[src/hdl/bkrc_pkg.sv]
/*
  Package for the six-channel buck regulator digital control: register
  offsets, field layouts, reset values, codes and ramp timing.
  Assumes an APB slave with 32-bit data and word-aligned registers.
*/
package bkrc_pkg;

  localparam int unsigned NUM_RAILS = 6;

  // ----------------------------------------------------------------------
  // Register map, one block of words per rail plus globals
  // ----------------------------------------------------------------------
  localparam logic [11:0] OFS_GLOBAL_CTRL = 12'h000;
  localparam logic [11:0] OFS_IRQ_STATUS  = 12'h004;
  localparam logic [11:0] OFS_IRQ_MASK    = 12'h008;
  localparam logic [11:0] OFS_RAIL_BASE   = 12'h040;
  localparam logic [11:0] OFS_RAIL_STRIDE = 12'h010;
  localparam logic [3:0]  OFS_RAIL_VOLT   = 4'h0;
  localparam logic [3:0]  OFS_RAIL_CFG    = 4'h4;
  localparam logic [3:0]  OFS_RAIL_STAT   = 4'h8;

  // Global control fields
  localparam int unsigned GC_OSC_LSB   = 0;
  localparam int unsigned GC_STBY_BIT  = 4;
  localparam int unsigned GC_SYSON_BIT = 5;
  localparam int unsigned GC_TERM_BIT  = 6;

  // Rail config fields
  localparam int unsigned CF_RUNMODE_LSB  = 0;
  localparam int unsigned CF_STBYMODE_LSB = 2;
  localparam int unsigned CF_ILIM_LSB     = 4;
  localparam int unsigned CF_PHASE_LSB    = 6;
  localparam int unsigned CF_RAMP_BIT     = 9;

  // ----------------------------------------------------------------------
  // Codes
  // ----------------------------------------------------------------------
  localparam logic [7:0] VCODE_TOP_LOW = 8'h00_B0;   // 1.5 V
  localparam logic [7:0] VCODE_HIGH    = 8'h00_B1;   // 1.8 V
  localparam logic [1:0] MODE_OFF      = 2'h0;
  localparam logic [1:0] MODE_PWM      = 2'h1;
  localparam logic [1:0] MODE_PFM      = 2'h2;
  localparam logic [1:0] MODE_AUTO     = 2'h3;
  localparam logic [2:0] PHASE_ZERO    = 3'h7;
  localparam logic [3:0] OSC_RESET     = 4'h0;

  // Oscillator cycles per 6.25 mV step
  localparam logic [4:0] STEP_SLOW_UP   = 5'd16;
  localparam logic [4:0] STEP_SLOW_DOWN = 5'd24;
  localparam logic [4:0] STEP_FAST_UP   = 5'd8;
  localparam logic [4:0] STEP_FAST_DOWN = 5'd12;
  // Cycles the rail stays off when crossing to or from 1.8 V
  localparam logic [4:0] REENABLE_CYCLES = 5'd16;

  typedef enum logic [1:0] {
    BKRC_IDLE = 2'b00,
    BKRC_RAMP = 2'b01,
    BKRC_OFF  = 2'b11
  } bkrc_state_t;

  typedef struct packed {
    logic [7:0] run_code;
    logic [7:0] stby_code;
    logic [1:0] run_mode;
    logic [1:0] stby_mode;
    logic       ramp_fast;
  } bkrc_rail_cfg_t;

  typedef struct packed {
    logic [7:0] target;
    logic       enable;
    logic [1:0] mode;
  } bkrc_stage_t;

endpackage : bkrc_pkg

[src/hdl/bkrc_rail.sv]
/*
  One rail's target sequencer: unless tracking, which copies the target
  at once, steps the applied code toward the selected target and forces
  an off gap across the 1.8 V boundary.
  Assumes configuration held stable by the register file.
*/
`timescale 1ns/1ns
`default_nettype none
module bkrc_rail
  import bkrc_pkg::*;
(
  input  wire logic           pclk,
  input  wire logic           presetn,
  input  wire logic [7:0]     target_code,
  input  wire logic           ramp_fast,
  input  wire logic           tracking,
  output logic [7:0]          applied_code,
  output logic                rail_off_forced,
  output logic                busy
);

  bkrc_state_t state;
  bkrc_state_t next_state;
  logic [7:0]  next_applied_code;
  logic [4:0]  tick;
  logic [4:0]  next_tick;
  logic [4:0]  step_len;
  logic        crosses_high;

  assign crosses_high = (target_code == VCODE_HIGH) !=
                        (applied_code == VCODE_HIGH);

  always_comb begin
    if (target_code > applied_code)
      step_len = ramp_fast ? STEP_FAST_UP : STEP_SLOW_UP;
    else
      step_len = ramp_fast ? STEP_FAST_DOWN : STEP_SLOW_DOWN;
  end

  always_comb begin
    next_state        = state;
    next_applied_code = applied_code;
    next_tick         = tick;
    case (state)
      BKRC_IDLE: begin
        next_tick = 5'd0;
        if (tracking)
          next_applied_code = target_code;
        else if (crosses_high)
          next_state = BKRC_OFF;
        else if (target_code != applied_code)
          next_state = BKRC_RAMP;
      end
      BKRC_RAMP: begin
        if (tracking || crosses_high || target_code == applied_code) begin
          next_state = BKRC_IDLE;
        end else if (tick == step_len - 5'd1) begin
          next_tick = 5'd0;
          next_applied_code = (target_code > applied_code) ?
                              applied_code + 8'h01 : applied_code - 8'h01;
        end else begin
          next_tick = tick + 5'd1;
        end
      end
      BKRC_OFF: begin
        if (tick == REENABLE_CYCLES - 5'd1) begin
          next_tick         = 5'd0;
          next_applied_code = target_code;
          next_state        = BKRC_IDLE;
        end else begin
          next_tick = tick + 5'd1;
        end
      end
      default: next_state = BKRC_IDLE;
    endcase
  end

  always_ff @(posedge pclk or negedge presetn) begin
    if (!presetn) begin
      state           <= BKRC_IDLE;
      applied_code    <= 8'h00_00;
      tick            <= 5'd0;
      rail_off_forced <= 1'b0;
      busy            <= 1'b0;
    end else begin
      state           <= next_state;
      applied_code    <= next_applied_code;
      tick            <= next_tick;
      rail_off_forced <= (next_state == BKRC_OFF);
      busy            <= (next_state != BKRC_IDLE);
    end
  end

endmodule : bkrc_rail
`default_nettype wire

[src/hdl/bkrc_top.sv]
/*
  Digital control of six buck regulators behind an APB slave: voltage
  codes, modes, current limit, phase, ramp speed, mode-change interrupt
  and rail six termination tracking. Runs on the selected oscillator as
  pclk. Fuse values are static inputs sampled after reset release.
*/
`timescale 1ns/1ns
`default_nettype none
module bkrc_top
  import bkrc_pkg::*;
#(
  parameter int unsigned RAILS = NUM_RAILS
)
(
  input  wire logic                pclk,
  input  wire logic                presetn,
  input  wire logic                psel,
  input  wire logic                penable,
  input  wire logic                pwrite,
  input  wire logic [11:0]         paddr,
  input  wire logic [31:0]         pwdata,
  output logic [31:0]              prdata,
  output logic                     pready,
  output logic                     pslverr,
  input  wire logic [8*RAILS-1:0]  voltage_code_fuse,
  input  wire logic [RAILS-1:0]    default_ramp_speed_fuse,
  input  wire logic [RAILS-1:0]    sequenced_fuse,
  input  wire logic [2*RAILS-1:0]  inductor_sel_fuse,
  output logic [8*RAILS-1:0]       rail_target_code,
  output logic [RAILS-1:0]         rail_enable,
  output logic [2*RAILS-1:0]       rail_mode,
  output logic [2*RAILS-1:0]       current_limit_sel,
  output logic [3*RAILS-1:0]       phase_shift_sel,
  output logic [2*RAILS-1:0]       inductor_sel,
  output logic [3:0]               osc_freq_sel,
  output logic                     rail6_track_half_fb,
  output logic                     irq_n_pin
);

  // Decode and read mux are sized for six rails
  if (RAILS != NUM_RAILS) begin : g_bad_rails
    $error("bkrc_top serves exactly six rails");
  end

  // ----------------------------------------------------------------------
  // Register state
  // ----------------------------------------------------------------------
  bkrc_rail_cfg_t cfg      [RAILS];
  bkrc_rail_cfg_t next_cfg [RAILS];
  logic [1:0] ilim         [RAILS];
  logic [1:0] next_ilim    [RAILS];
  logic [2:0] phase        [RAILS];
  logic [2:0] next_phase   [RAILS];
  logic [1:0] eff_mode     [RAILS];
  logic [1:0] prev_mode    [RAILS];
  logic [7:0] applied      [RAILS];
  logic [RAILS-1:0] forced_off;
  logic [RAILS-1:0] busy;
  logic [RAILS-1:0] mode_evt;

  logic [3:0]       osc_sel,   next_osc_sel;
  logic             standby,   next_standby;
  logic             system_on, next_system_on;
  logic             term_en,   next_term_en;
  logic [RAILS-1:0] irq_stat,  next_irq_stat;
  logic [RAILS-1:0] irq_mask,  next_irq_mask;
  logic             fuse_load, next_fuse_load;
  logic [31:0]      next_prdata;
  logic             next_pslverr;

  logic        wr_en;
  logic        rd_en;
  logic        wr_chk;
  logic        in_rail;
  logic [11:0] rel;
  logic [3:0]  rail_idx;
  logic [3:0]  sub;

  // APB answers in the access cycle: pready is the setup-cycle flag.
  // Read data and error decoded in setup so they stand with pready
  assign wr_en    = psel && penable && pwrite;
  assign rd_en    = psel && !penable && !pwrite;
  assign wr_chk   = psel && !penable && pwrite;
  assign rel      = paddr - OFS_RAIL_BASE;
  assign rail_idx = rel[7:4];
  assign sub      = rel[3:0];
  assign in_rail  = (paddr >= OFS_RAIL_BASE) &&
                    (rail_idx < 4'(RAILS)) && (rel[11:8] == 4'h0);

  // ----------------------------------------------------------------------
  // Per-rail logic
  // ----------------------------------------------------------------------
  genvar g;
  generate
    for (g = 0; g < RAILS; g++) begin : g_rail
      logic [7:0] sel_code;
      logic       track;

      // Target follows run or standby state
      assign sel_code = standby ? cfg[g].stby_code : cfg[g].run_code;
      assign track = (g == RAILS - 1) && term_en;
      assign eff_mode[g] = standby ? cfg[g].stby_mode : cfg[g].run_mode;
      assign mode_evt[g] = !fuse_load && (eff_mode[g] != prev_mode[g]);

      bkrc_rail #() u_rail (
        .pclk            (pclk),
        .presetn         (presetn),
        .target_code     (sel_code),
        .ramp_fast       (cfg[g].ramp_fast),
        .tracking        (track),
        .applied_code    (applied[g]),
        .rail_off_forced (forced_off[g]),
        .busy            (busy[g])
      );

      always_comb begin
        next_cfg[g]   = cfg[g];
        next_ilim[g]  = ilim[g];
        next_phase[g] = phase[g];
        if (fuse_load) begin
          next_cfg[g].run_code  = voltage_code_fuse[8*g +: 8];
          next_cfg[g].stby_code = voltage_code_fuse[8*g +: 8];
          next_cfg[g].run_mode  = sequenced_fuse[g] ? MODE_AUTO : MODE_OFF;
          next_cfg[g].stby_mode = sequenced_fuse[g] ? MODE_AUTO : MODE_OFF;
          next_cfg[g].ramp_fast = default_ramp_speed_fuse[g];
          next_phase[g] = PHASE_ZERO;
        end else if (wr_en && in_rail && rail_idx == 4'(g)) begin
          if (sub == OFS_RAIL_VOLT) begin
            if (pwdata[7:0] <= VCODE_HIGH)
              next_cfg[g].run_code = pwdata[7:0];
            if (pwdata[15:8] <= VCODE_HIGH)
              next_cfg[g].stby_code = pwdata[15:8];
          end else if (sub == OFS_RAIL_CFG) begin
            next_cfg[g].run_mode  = pwdata[CF_RUNMODE_LSB +: 2];
            next_cfg[g].stby_mode = pwdata[CF_STBYMODE_LSB +: 2];
            next_ilim[g] = pwdata[CF_ILIM_LSB +: 2];
            if (system_on)
              next_phase[g] = pwdata[CF_PHASE_LSB +: 3];
            if (system_on)
              next_cfg[g].ramp_fast = pwdata[CF_RAMP_BIT];
          end
        end
      end

      always_ff @(posedge pclk or negedge presetn) begin
        if (!presetn) begin
          cfg[g]       <= '0;
          ilim[g]      <= 2'h0;
          phase[g]     <= PHASE_ZERO;
          prev_mode[g] <= MODE_OFF;
        end else begin
          cfg[g]       <= next_cfg[g];
          ilim[g]      <= next_ilim[g];
          phase[g]     <= next_phase[g];
          // Fuse preload is not a mode change; later, lag one cycle
          prev_mode[g] <= fuse_load ? next_cfg[g].run_mode : eff_mode[g];
        end
      end

      always_ff @(posedge pclk or negedge presetn) begin
        if (!presetn) begin
          rail_target_code[8*g +: 8]  <= 8'h00_00;
          rail_enable[g]              <= 1'b0;
          rail_mode[2*g +: 2]         <= MODE_OFF;
          current_limit_sel[2*g +: 2] <= 2'h0;
          phase_shift_sel[3*g +: 3]   <= PHASE_ZERO;
          inductor_sel[2*g +: 2]      <= 2'h0;
        end else begin
          rail_target_code[8*g +: 8]  <= applied[g];
          rail_enable[g]              <= (eff_mode[g] != MODE_OFF) &&
                                         !forced_off[g];
          rail_mode[2*g +: 2]         <= eff_mode[g];
          current_limit_sel[2*g +: 2] <= ilim[g];
          phase_shift_sel[3*g +: 3]   <= phase[g];
          inductor_sel[2*g +: 2]      <= inductor_sel_fuse[2*g +: 2];
        end
      end
    end
  endgenerate

  // ----------------------------------------------------------------------
  // Globals, interrupt and read mux
  // ----------------------------------------------------------------------
  always_comb begin
    next_osc_sel   = osc_sel;
    next_standby   = standby;
    next_system_on = system_on;
    next_term_en   = term_en;
    next_irq_mask  = irq_mask;
    next_fuse_load = 1'b0;
    next_irq_stat  = irq_stat;
    next_prdata    = 32'h0000_0000;
    next_pslverr   = 1'b0;
    if (wr_en && paddr == OFS_GLOBAL_CTRL) begin
      next_osc_sel   = pwdata[GC_OSC_LSB +: 4];
      next_standby   = pwdata[GC_STBY_BIT];
      next_system_on = pwdata[GC_SYSON_BIT];
      next_term_en   = pwdata[GC_TERM_BIT];
    end
    if (wr_en && paddr == OFS_IRQ_MASK)
      next_irq_mask = pwdata[RAILS-1:0];
    // Write-one-to-clear; a new event in the same cycle wins
    if (wr_en && paddr == OFS_IRQ_STATUS)
      next_irq_stat = irq_stat & ~pwdata[RAILS-1:0];
    next_irq_stat = next_irq_stat | mode_evt;
    if (rd_en) begin
      if (paddr == OFS_GLOBAL_CTRL)
        next_prdata = {25'h000_0000, term_en, system_on, standby, osc_sel};
      else if (paddr == OFS_IRQ_STATUS)
        next_prdata = {26'h000_0000, irq_stat};
      else if (paddr == OFS_IRQ_MASK)
        next_prdata = {26'h000_0000, irq_mask};
      else if (in_rail && sub == OFS_RAIL_VOLT)
        next_prdata = {16'h0000, cfg[rail_idx[2:0]].stby_code,
                       cfg[rail_idx[2:0]].run_code};
      else if (in_rail && sub == OFS_RAIL_CFG)
        next_prdata = {22'h00_0000, cfg[rail_idx[2:0]].ramp_fast,
                       phase[rail_idx[2:0]], ilim[rail_idx[2:0]],
                       cfg[rail_idx[2:0]].stby_mode,
                       cfg[rail_idx[2:0]].run_mode};
      else if (in_rail && sub == OFS_RAIL_STAT)
        next_prdata = {20'h0_0000, inductor_sel_fuse[2*rail_idx[2:0] +: 2],
                       forced_off[rail_idx[2:0]], busy[rail_idx[2:0]],
                       applied[rail_idx[2:0]]};
      else
        next_pslverr = 1'b1;
    end else if (wr_chk && !(paddr == OFS_GLOBAL_CTRL ||
                 paddr == OFS_IRQ_STATUS || paddr == OFS_IRQ_MASK ||
                 (in_rail && (sub == OFS_RAIL_VOLT || sub == OFS_RAIL_CFG))))
      next_pslverr = 1'b1;
  end

  always_ff @(posedge pclk or negedge presetn) begin
    if (!presetn) begin
      osc_sel   <= OSC_RESET;
      standby   <= 1'b0;
      system_on <= 1'b0;
      term_en   <= 1'b0;
      irq_stat  <= '0;
      irq_mask  <= '0;
      fuse_load <= 1'b1;
      prdata    <= 32'h0000_0000;
      pslverr   <= 1'b0;
      pready    <= 1'b0;
      irq_n_pin <= 1'b1;
      osc_freq_sel        <= OSC_RESET;
      rail6_track_half_fb <= 1'b0;
    end else begin
      osc_sel   <= next_osc_sel;
      standby   <= next_standby;
      system_on <= next_system_on;
      term_en   <= next_term_en;
      irq_stat  <= next_irq_stat;
      irq_mask  <= next_irq_mask;
      fuse_load <= next_fuse_load;
      prdata    <= next_prdata;
      pslverr   <= next_pslverr;
      pready    <= psel && !penable;
      irq_n_pin <= !(|(next_irq_stat & ~next_irq_mask));
      osc_freq_sel        <= next_osc_sel;
      // Rail six reference from half feedback
      rail6_track_half_fb <= next_term_en;
    end
  end

endmodule : bkrc_top
`default_nettype wire

[config.mk]
export PLATFORM = sky130hd
export DESIGN_NAME = bkrc_top
export DESIGN_NICKNAME = d
export VERILOG_FILES = /design/src/hdl/bkrc_pkg.sv /design/src/hdl/bkrc_rail.sv /design/src/hdl/bkrc_top.sv
export SDC_FILE = /design/constraint.sdc
export NUM_CORES = 1
export LEC_CHECK = 0
export ABC_AREA = 1
export BUFFER_PORTS_ARGS = -buffer_cell sky130_fd_sc_hd__buf_2
export CAP_MARGIN = 20
export CORE_ASPECT_RATIO = 1.4
export CORE_MARGIN = 2
export CORE_UTILIZATION = 54
export CTS_CLUSTER_DIAMETER = 40
export CTS_CLUSTER_SIZE = 10
export DETAILED_ROUTE_END_ITERATION = 8
export GPL_ROUTABILITY_DRIVEN = 0
export MAX_ROUTING_LAYER = met4
export PLACE_DENSITY_LB_ADDON = 0.2
export SLEW_MARGIN = 5
export SYNTH_ARGS = -nofsm -noshare
export SYNTH_HDL_FRONTEND = slang
export SYNTH_SLANG_ARGS = --single-unit
[constraint.sdc]
create_clock -name pclk -period 3.22 [get_ports pclk]
set_input_delay 0.644 -clock pclk [delete_from_list [all_inputs] [get_ports pclk]]
set_output_delay 0.644 -clock pclk [all_outputs]
set_load 0.01 [all_outputs]
==> PnR_summary.wiki, run 1 <==
{| class="wikitable"
! Metric !! Value
|-
| Largest net degree at the start of global routing || 75
|-
| Initial antenna violation count || 1
|-
| Core Rows || 92
|-
| CTS tree || yes
|-
| Count of cells along the worst register-to-register path || 23
|-
| Overall via count from detail_route || 24500
|-
| Number of antenna-violating nets in the routed design || 0
|-
| Clock-pin slew of the registers on the worst-case setup and hold paths || 60 ps
|-
| Chip Width || 183 microns
|-
| R2r endpoint || g_rail[3].u_rail.applied_code[0]
|-
| Startpoint types || flip-flop
|-
| Core region area || about 0.045 sq mm
|-
| RSZ-0062 raised after global routing || yes
|-
| Number of buffers added by the clock tree synthesis step || 54
|-
| Kind of critical path || reg2reg
|-
| Final number of max-transition violations || 0
|-
| Total wire length || 84100 microns
|-
| Outcome || finished with violations
|-
| Total iterations of the first detailed-routing run || 7
|-
| Post-layout total power || about 25 mW
|-
| Final clock period utilization by the worst path || 104%
|-
| Type of the tightest min-delay check || in2async
|-
| Min Tclk post-route || 3340 ps
|-
| Cell count after synthesis || 3198
|-
| Accumulated negative setup slack || -1680 ps
|-
| Detailed Route Iter0 Violations || about 2300
|-
| Count of warnings emitted by yosys || 0
|-
| Number of buffers on the longest clock path || 3
|-
| Synth Register Bits || about 420
|-
| Peak supply drop || roughly 0.59 mV
|-
| Post-route core utilization || about two thirds
|-
| Lkg Pwr || 15.5 nW
|-
| Port Buffer Count || 236
|-
| Fraction of layout instances using a drive strength above 1 || 23.0%
|-
| Cell type with the largest total area after synthesis || sky130_fd_sc_hd__dfrtp_1
|-
| Hold_buf cts || 0
|-
| CTS H-tree lvls || 2
|-
| Insertion delay to the later sink of the worst-skew pair || 620 ps
|-
| List of most frequent post-synthesis cells || sky130_fd_sc_hd__nand2_1, sky130_fd_sc_hd__dfrtp_1, sky130_fd_sc_hd__inv_1
|-
| Die area || roughly 0.047 sq mm
|-
| CP Capture Type || flip-flop
|-
| Synthesis-to-finish area growth || 25.1%
|-
| Residual DRC count || 0
|-
| Failing checks || negative setup slack
|-
| GR met1 Demand/Resource || 38.8%
|-
| Number of synthesized flops with an enable pin || 0
|-
| Number of clock sinks || 417
|-
| CP max FO || 7
|-
| Unique cell type count in the Yosys netlist || 55
|-
| Most used flip-flop cell after synthesis || sky130_fd_sc_hd__dfrtp_1
|-
| Critical path data required time || 3720 ps
|-
| Detailed-route wire length per cell || 19.9 microns
|-
| Maximum operating frequency || 299 MHz
|-
| Leading cell types by total area after synthesis || sky130_fd_sc_hd__dfrtp_1, sky130_fd_sc_hd__nand2_1, sky130_fd_sc_hd__ha_1, sky130_fd_sc_hd__o21ai_0, sky130_fd_sc_hd__inv_1
|-
| Most frequent cell after synthesis || sky130_fd_sc_hd__nand2_1
|-
| Slew HR || between 50 and 60%
|-
| Worst Setup Slack, final || -121 ps
|-
| Share of Yosys cell area claimed by the top area cell type || 39.0%
|-
| Total instance count after detailed placement || 4094
|-
| Initial core utilization || 54.3%
|-
| Total routing usage reported by global routing || 35.8%
|-
| Max-cap viol count || 0
|-
| Worst-margin pin slew || 703 ps
|-
| Count of filler cells inserted in the layout || 3670
|-
| M3 GR Usage || 7.61%
|-
| Post-placement worst setup slack || -174 ps
|-
| Met2 track demand over resource in global routing || a little under three fifths
|-
| Final-report hold violation count || 0
|-
| Synth Area per Inst || approximately 7.6 sq um
|-
| Count of non-filler cells in the finished layout || 4224
|-
| Final setup violating endpoints || 25
|-
| Area of the mapped netlist || 0.0243 sq mm
|-
| Total overflow reported by the global router || 0
|-
| Share of synthesized area occupied by flip-flops and latches || 43.1%
|-
| Arrival time at the worst endpoint || 3840 ps
|-
| Reg-to-reg slack, setup || -120 ps
|-
| Fin Clk Skew || 29.1 ps
|-
| Fin nets || 3867
|-
| Chip Height || 255 microns
|-
| Vias in the first global route || 23400
|-
| Fraction of registers with async set or reset after synthesis || 100%
|-
| Clock tree root buffer cell || sky130_fd_sc_hd__clkbuf_16
|-
| RR Startpoint || standby
|-
| Global route hottest layer || met2
|-
| Post-detailed-route via-to-cell ratio || 5.80
|-
| Half-perimeter wire length of the detailed placement result || 60800 microns
|-
| P per Cell Area || 829 mW/mm^2
|-
| Top-level port count || 269
|-
| Wire length of the first global-routing pass || 125000 microns
|}
[worst max path at each step]
stage	slack [ps]	end	start	cells past startpoint
after CTS	-4	g_rail[4].u_rail.applied_code[6]	standby	22
after global routing	-270	g_rail[3].u_rail.applied_code[0]	standby	23
final	-120	g_rail[3].u_rail.applied_code[0]	standby	23
after floorplan	60	g_rail[2].u_rail.applied_code[5]	standby	26
after detailed placement	-170	g_rail[5].u_rail.applied_code[5]	standby	21
after global placement	-140	g_rail[3].u_rail.applied_code[6]	standby	24
[metal layers]
layer / routed length (microns) / vias up
met4: 8090 / 0
met2: 39600 / 1305
met1: 29300 / 11600
met5: 0 / -
met3: 7120 / 444
li1: - / 11200
[cell families (layout without fill, tap and decap cells)]
family	Yosys count	after routing	synth area share, %
simple gates	1482	1484	25.6
compound gates	643	643	14.7
buf+inv	493	936	8.68
flops	417	417	43.1
fa+ha+maj	124	124	6.56
xor+xnor	37	37	1.33
other cells	1	18	0.0154
mux	1	1	0.0411
[placed cells by master (no fill, tap or decap), types with 48 or more instances in the layout]
master,Yosys,final
sky130_fd_sc_hd__a21oi_1,152,142
sky130_fd_sc_hd__buf_2,31,235
sky130_fd_sc_hd__buf_4,27,190
sky130_fd_sc_hd__clkbuf_16,0,59
sky130_fd_sc_hd__dfrtp_1,379,378
sky130_fd_sc_hd__ha_1,118,77
sky130_fd_sc_hd__inv_1,365,351
sky130_fd_sc_hd__nand2_1,958,902
sky130_fd_sc_hd__nand2_2,16,56
sky130_fd_sc_hd__nand3_1,128,115
sky130_fd_sc_hd__nand4_1,48,48
sky130_fd_sc_hd__nor2_1,261,251
sky130_fd_sc_hd__o21ai_0,281,247
sky130_fd_sc_hd__o21ai_1,42,57
sky130_fd_sc_hd__o22ai_1,56,55
[power by group]
part / total [mW] / switching [mW] / leakage (nW) / internal [mW]
logic: 12.0 / 6.68 / 9.59 / 5.34
registers: 7.24 / 0.869 / 5.06 / 6.37
clock network: 5.98 / 2.42 / 0.842 / 3.56
[registers in the layout (all words and copies together), names as in the netlist, 16 cells and up]
register and count:
g_rail.u_rail.applied_code 48, rail_target_code 48, phase_shift_sel 18, cfg 126
phase 18, prdata 16, g_rail.u_rail.tick 30
[metrics by stage]
step	area, sq um	hold slack [ps]
after floorplan	24400	348
after global placement	27200	366
after detailed placement	27200	369
after CTS	29400	70.5
after global routing	30400	93.1
final	30400	52.2
[cell type report]
class	count	area [sq um]	area share [%]
multi-input cells	2306	12900	42.3
flip-flops and latches	417	10500	34.4
repair buffers	458	3130	10.3
clock buffers	80	1580	5.20
inverters	380	1450	4.77
well taps	564	706	2.32
clock inverters	13	170	0.559
repair inverters	5	38.8	0.127
diodes	1	2.50	0.00822
[repair_timing]
action,CTS,global route
pin swaps,7,43
resized for setup,62,219
hold endpoints to repair,0,0
cloned,4,4
endpoints found under the setup margin,59,74
buffers inserted,9,19
[critical path, cell delays in order (launching register included)]
cell and delay [ps]:
sky130_fd_sc_hd__dfrtp_2 470, sky130_fd_sc_hd__inv_8 100, sky130_fd_sc_hd__buf_6 130, sky130_fd_sc_hd__buf_6 120, sky130_fd_sc_hd__clkbuf_16 150, sky130_fd_sc_hd__buf_6 120, sky130_fd_sc_hd__nand2_4 50, sky130_fd_sc_hd__nand2_4 60
sky130_fd_sc_hd__ha_4 280, sky130_fd_sc_hd__nand2_4 50, sky130_fd_sc_hd__nor2_4 100, sky130_fd_sc_hd__nand4_1 190, sky130_fd_sc_hd__nand2_4 170, sky130_fd_sc_hd__buf_6 120, sky130_fd_sc_hd__ha_4 190, sky130_fd_sc_hd__xnor2_2 160
sky130_fd_sc_hd__nand4_1 100, sky130_fd_sc_hd__nand2_1 100, sky130_fd_sc_hd__nand2_2 80, sky130_fd_sc_hd__inv_2 70, sky130_fd_sc_hd__nand3_4 110, sky130_fd_sc_hd__buf_4 170, sky130_fd_sc_hd__nand2_1 50, sky130_fd_sc_hd__nand2_1 60
(Power assumes the default switching activity.)
==> run 2, diff against run 1 <==
Settings changed: CORE_MARGIN 2 to 8.
==> run 2 against run 1 <==
  * The run ends with design-rule violations, negative setup slack left
  * Critical path depth up 1
  * Register-to-register slack better by 40 ps
  * Non-clock buffer count up 13
  * Die area up 12%
  * Clock power up 2%
  * Sequential power up 0.8%
==> PnR_summary.wiki, run 2 (same netlist as run 1, synthesis figures left out) <==
{| class="wikitable"
! Metric !! Value
|-
| Hold_buf cts || 0 (unchanged)
|-
| Wire length of the first global-routing pass || 130000 microns (was 125000 microns)
|-
| Number of antenna-violating nets in the routed design || 0 (unchanged)
|-
| Commonest cells after routing, fill and taps aside || sky130_fd_sc_hd__nand2_1, sky130_fd_sc_hd__dfrtp_1, sky130_fd_sc_hd__inv_1, sky130_fd_sc_hd__nor2_1, sky130_fd_sc_hd__o21ai_0 (unchanged)
|-
| Overall via count from detail_route || 24600 (was 24500)
|-
| Final clock period utilization by the worst path || 102% (was 104%)
|-
| Post-Layout Inst Area || 0.0312 sq mm (was 0.0304 sq mm)
|-
| Multi-input gate area || 0.0134 sq mm (was 0.0129 sq mm)
|-
| Number of buffers on the longest clock path || 3 (unchanged)
|-
| Insertion delay to the later sink of the worst-skew pair || 610 ps (was 620 ps)
|-
| Final number of max-transition violations || 0 (unchanged)
|-
| Core region area || 0.0448 sq mm (unchanged)
|-
| Peak supply drop || 0.640 mV (was 0.595 mV)
|-
| Fraction of layout instances using a drive strength above 1 || 25.6% (was 23.0%)
|-
| Lkg Pwr || 15.7 nW (was 15.5 nW)
|-
| Number of buffers added by the clock tree synthesis step || 56 (was 54)
|-
| Arrival time at the worst endpoint || 3790 ps (was 3840 ps)
|-
| Post-layout total power || 26.5 mW (was 25.2 mW)
|-
| Count of filler cells inserted in the layout || 3508 (was 3670)
|-
| RSZ-0062 raised after global routing || yes (unchanged)
|-
| Outcome || finished with violations (unchanged)
|-
| Post-detailed-route via-to-cell ratio || 5.79 (was 5.80)
|-
| R2r endpoint || g_rail[4].u_rail.applied_code[6] (was g_rail[3].u_rail.applied_code[0])
|-
| Largest registers || cfg (126), g_rail.u_rail.applied_code (48), rail_target_code (48) (unchanged)
|-
| Number of clock sinks || 417 (unchanged)
|-
| Leading cell type in the layout, fill and taps excluded || sky130_fd_sc_hd__nand2_1 (unchanged)
|-
| FF/Latch Area || 0.0105 sq mm (unchanged)
|-
| Critical path data required time || 3710 ps (was 3720 ps)
|-
| Total iterations of the first detailed-routing run || 9 (was 7)
|-
| Slew HR || 48.4% (was 53.1%)
|-
| Area post-placement || 0.0272 sq mm (about the same)
|-
| Final setup violating endpoints || 23 (was 25)
|-
| Initial antenna violation count || 1 (unchanged)
|-
| Type of the tightest min-delay check || in2async (unchanged)
|-
| Final-report hold violation count || 0 (unchanged)
|-
| CTS tree || yes (unchanged)
|-
| Min Tclk post-route || 3300 ps (was 3340 ps)
|-
| Fin nets || 3883 (was 3867)
|-
| P per Cell Area || 848 mW/mm^2 (was 829 mW/mm^2)
|-
| Worst hold margin || 10.1 ps (was 52.2 ps)
|-
| Reg-to-reg slack, setup || -80 ps (was -120 ps)
|-
| CP Capture Type || flip-flop (unchanged)
|-
| Total instance count after detailed placement || 4092 (was 4094)
|-
| Count of non-filler cells in the finished layout || 4247 (was 4224)
|-
| Chip Width || 195 microns (was 183 microns)
|-
| Total wire length || 87900 microns (was 84100 microns)
|-
| Top-level port count || 269 (unchanged)
|-
| Max-cap viol count || 0 (unchanged)
|-
| Die area || 0.0522 sq mm (was 0.0468 sq mm)
|-
| CTS H-tree lvls || 2 (unchanged)
|-
| Worst-margin pin slew || 768 ps (was 703 ps)
|-
| Startpoint types || flip-flop (unchanged)
|-
| Kind of critical path || reg2reg (unchanged)
|-
| Half-perimeter wire length of the detailed placement result || 62400 microns (was 60800 microns)
|-
| Detailed Route Iter0 Violations || 2318 (was 2324)
|-
| Synthesis-to-finish area growth || 28.4% (was 25.1%)
|-
| Residual DRC count || 1 (was 0)
|-
| Worst Setup Slack, final || -80.3 ps (was -121 ps)
|-
| Port Buffer Count || 236 (unchanged)
|-
| Detailed-route wire length per cell || 20.7 microns (was 19.9 microns)
|-
| Largest net degree at the start of global routing || 76 (was 75)
|-
| Core Rows || 92 (unchanged)
|-
| Number of flip-flops in the largest register || 126 (unchanged)
|-
| Maximum operating frequency || 303 MHz (was 299 MHz)
|-
| Clock-pin slew of the registers on the worst-case setup and hold paths || 60 ps (about the same)
|-
| Failing checks || design-rule violations, negative setup slack (was negative setup slack)
|-
| Initial core utilization || 54.3% (unchanged)
|-
| Fin Clk Skew || 22.9 ps (was 29.1 ps)
|-
| Count of cells along the worst register-to-register path || 24 (was 23)
|-
| CP max FO || 8 (was 7)
|-
| Total overflow reported by the global router || 0 (unchanged)
|-
| RR Startpoint || standby (unchanged)
|-
| Clock tree root buffer cell || sky130_fd_sc_hd__clkbuf_16 (unchanged)
|-
| Chip Height || 267 microns (was 255 microns)
|-
| Largest Register || cfg (unchanged)
|-
| Vias in the first global route || 24100 (was 23400)
|-
| Total routing usage reported by global routing || 32.5% (was 35.8%)
|}
## run 2: layer usage
layer	wire, microns	up-vias	global-route usage (%)
met4	7690	0	25.2
met3	7590	451	7.07
met5	0	-	-
li1	-	11200	-
met1	31000	11600	35.4
met2	41700	1330	51.7
## run 2: worst max-delay path by stage
stage | startpoint | end | slack [ps] | cells past startpoint
floorplan | standby | g_rail[2].u_rail.applied_code[5] | 60 | 26
global placement | standby | g_rail[0].u_rail.applied_code[5] | -90 | 22
detailed placement | standby | g_rail[0].u_rail.applied_code[5] | -180 | 22
CTS | standby | g_rail[1].u_rail.applied_code[6] | -30 | 23
global route | standby | g_rail[4].u_rail.applied_code[6] | -240 | 21
finish | standby | g_rail[4].u_rail.applied_code[6] | -80 | 24
## run 2: cell type report
cell class | instances | area share [%]
Clock buffer | 81 | 4.91
Clock inverter | 21 | 0.825
Antenna cell | 1 | 0.00801
Multi-Input combinational cell | 2306 | 42.9
Sequential cell | 417 | 33.6
Inverter | 380 | 4.73
Tap cell | 564 | 2.26
Timing Repair inverter | 6 | 0.160
Timing Repair Buffer | 471 | 10.6
## run 2: through the flow
stage / setup TNS, ps / util [%] / setup slack, ps
2_1_floorplan: 0 / - / 60.9
3_3_place_gp: -910 / 60.7 / -90.8
3_5_place_dp: -3910 / 60.7 / -184
4_1_cts: -43.2 / 65.4 / -34.1
5_1_grt: -6240 / 69.8 / -242
6_report: -783 / 69.8 / -80.3
## run 2: timing repair
item	CTS	global route
endpoints found under the setup margin	54	69
buffers inserted	4	37
pin swaps	1	110
gates cloned	2	10
resized for setup	55	356
## run 2: critical path: stages (launching register included)
cell and delay [ps]:
sky130_fd_sc_hd__dfrtp_2 430, sky130_fd_sc_hd__buf_12 170, sky130_fd_sc_hd__clkbuf_16 160, sky130_fd_sc_hd__buf_8 130, sky130_fd_sc_hd__o21ai_4 160, sky130_fd_sc_hd__inv_2 50, sky130_fd_sc_hd__ha_1 280, sky130_fd_sc_hd__nand2_1 50
sky130_fd_sc_hd__inv_1 60, sky130_fd_sc_hd__nand2_1 50, sky130_fd_sc_hd__nand2_1 60, sky130_fd_sc_hd__nand2_1 60, sky130_fd_sc_hd__nand2_2 100, sky130_fd_sc_hd__nand2_4 60, sky130_fd_sc_hd__buf_8 150, sky130_fd_sc_hd__fa_2 400
sky130_fd_sc_hd__nand3_2 80, sky130_fd_sc_hd__nand2_2 60, sky130_fd_sc_hd__nand2_1 70, sky130_fd_sc_hd__nand2_1 60, sky130_fd_sc_hd__a21oi_2 140, sky130_fd_sc_hd__xor2_1 160, sky130_fd_sc_hd__nand2_1 60, sky130_fd_sc_hd__nand2_1 80
sky130_fd_sc_hd__nand2_1 50
## run 2: report_power, final
group | switching (mW) | internal [mW] | leakage, nW
Clock | 2.44 | 3.64 | 0.867
Sequential | 0.931 | 6.37 | 5.06
Combinational | 7.15 | 5.98 | 9.80
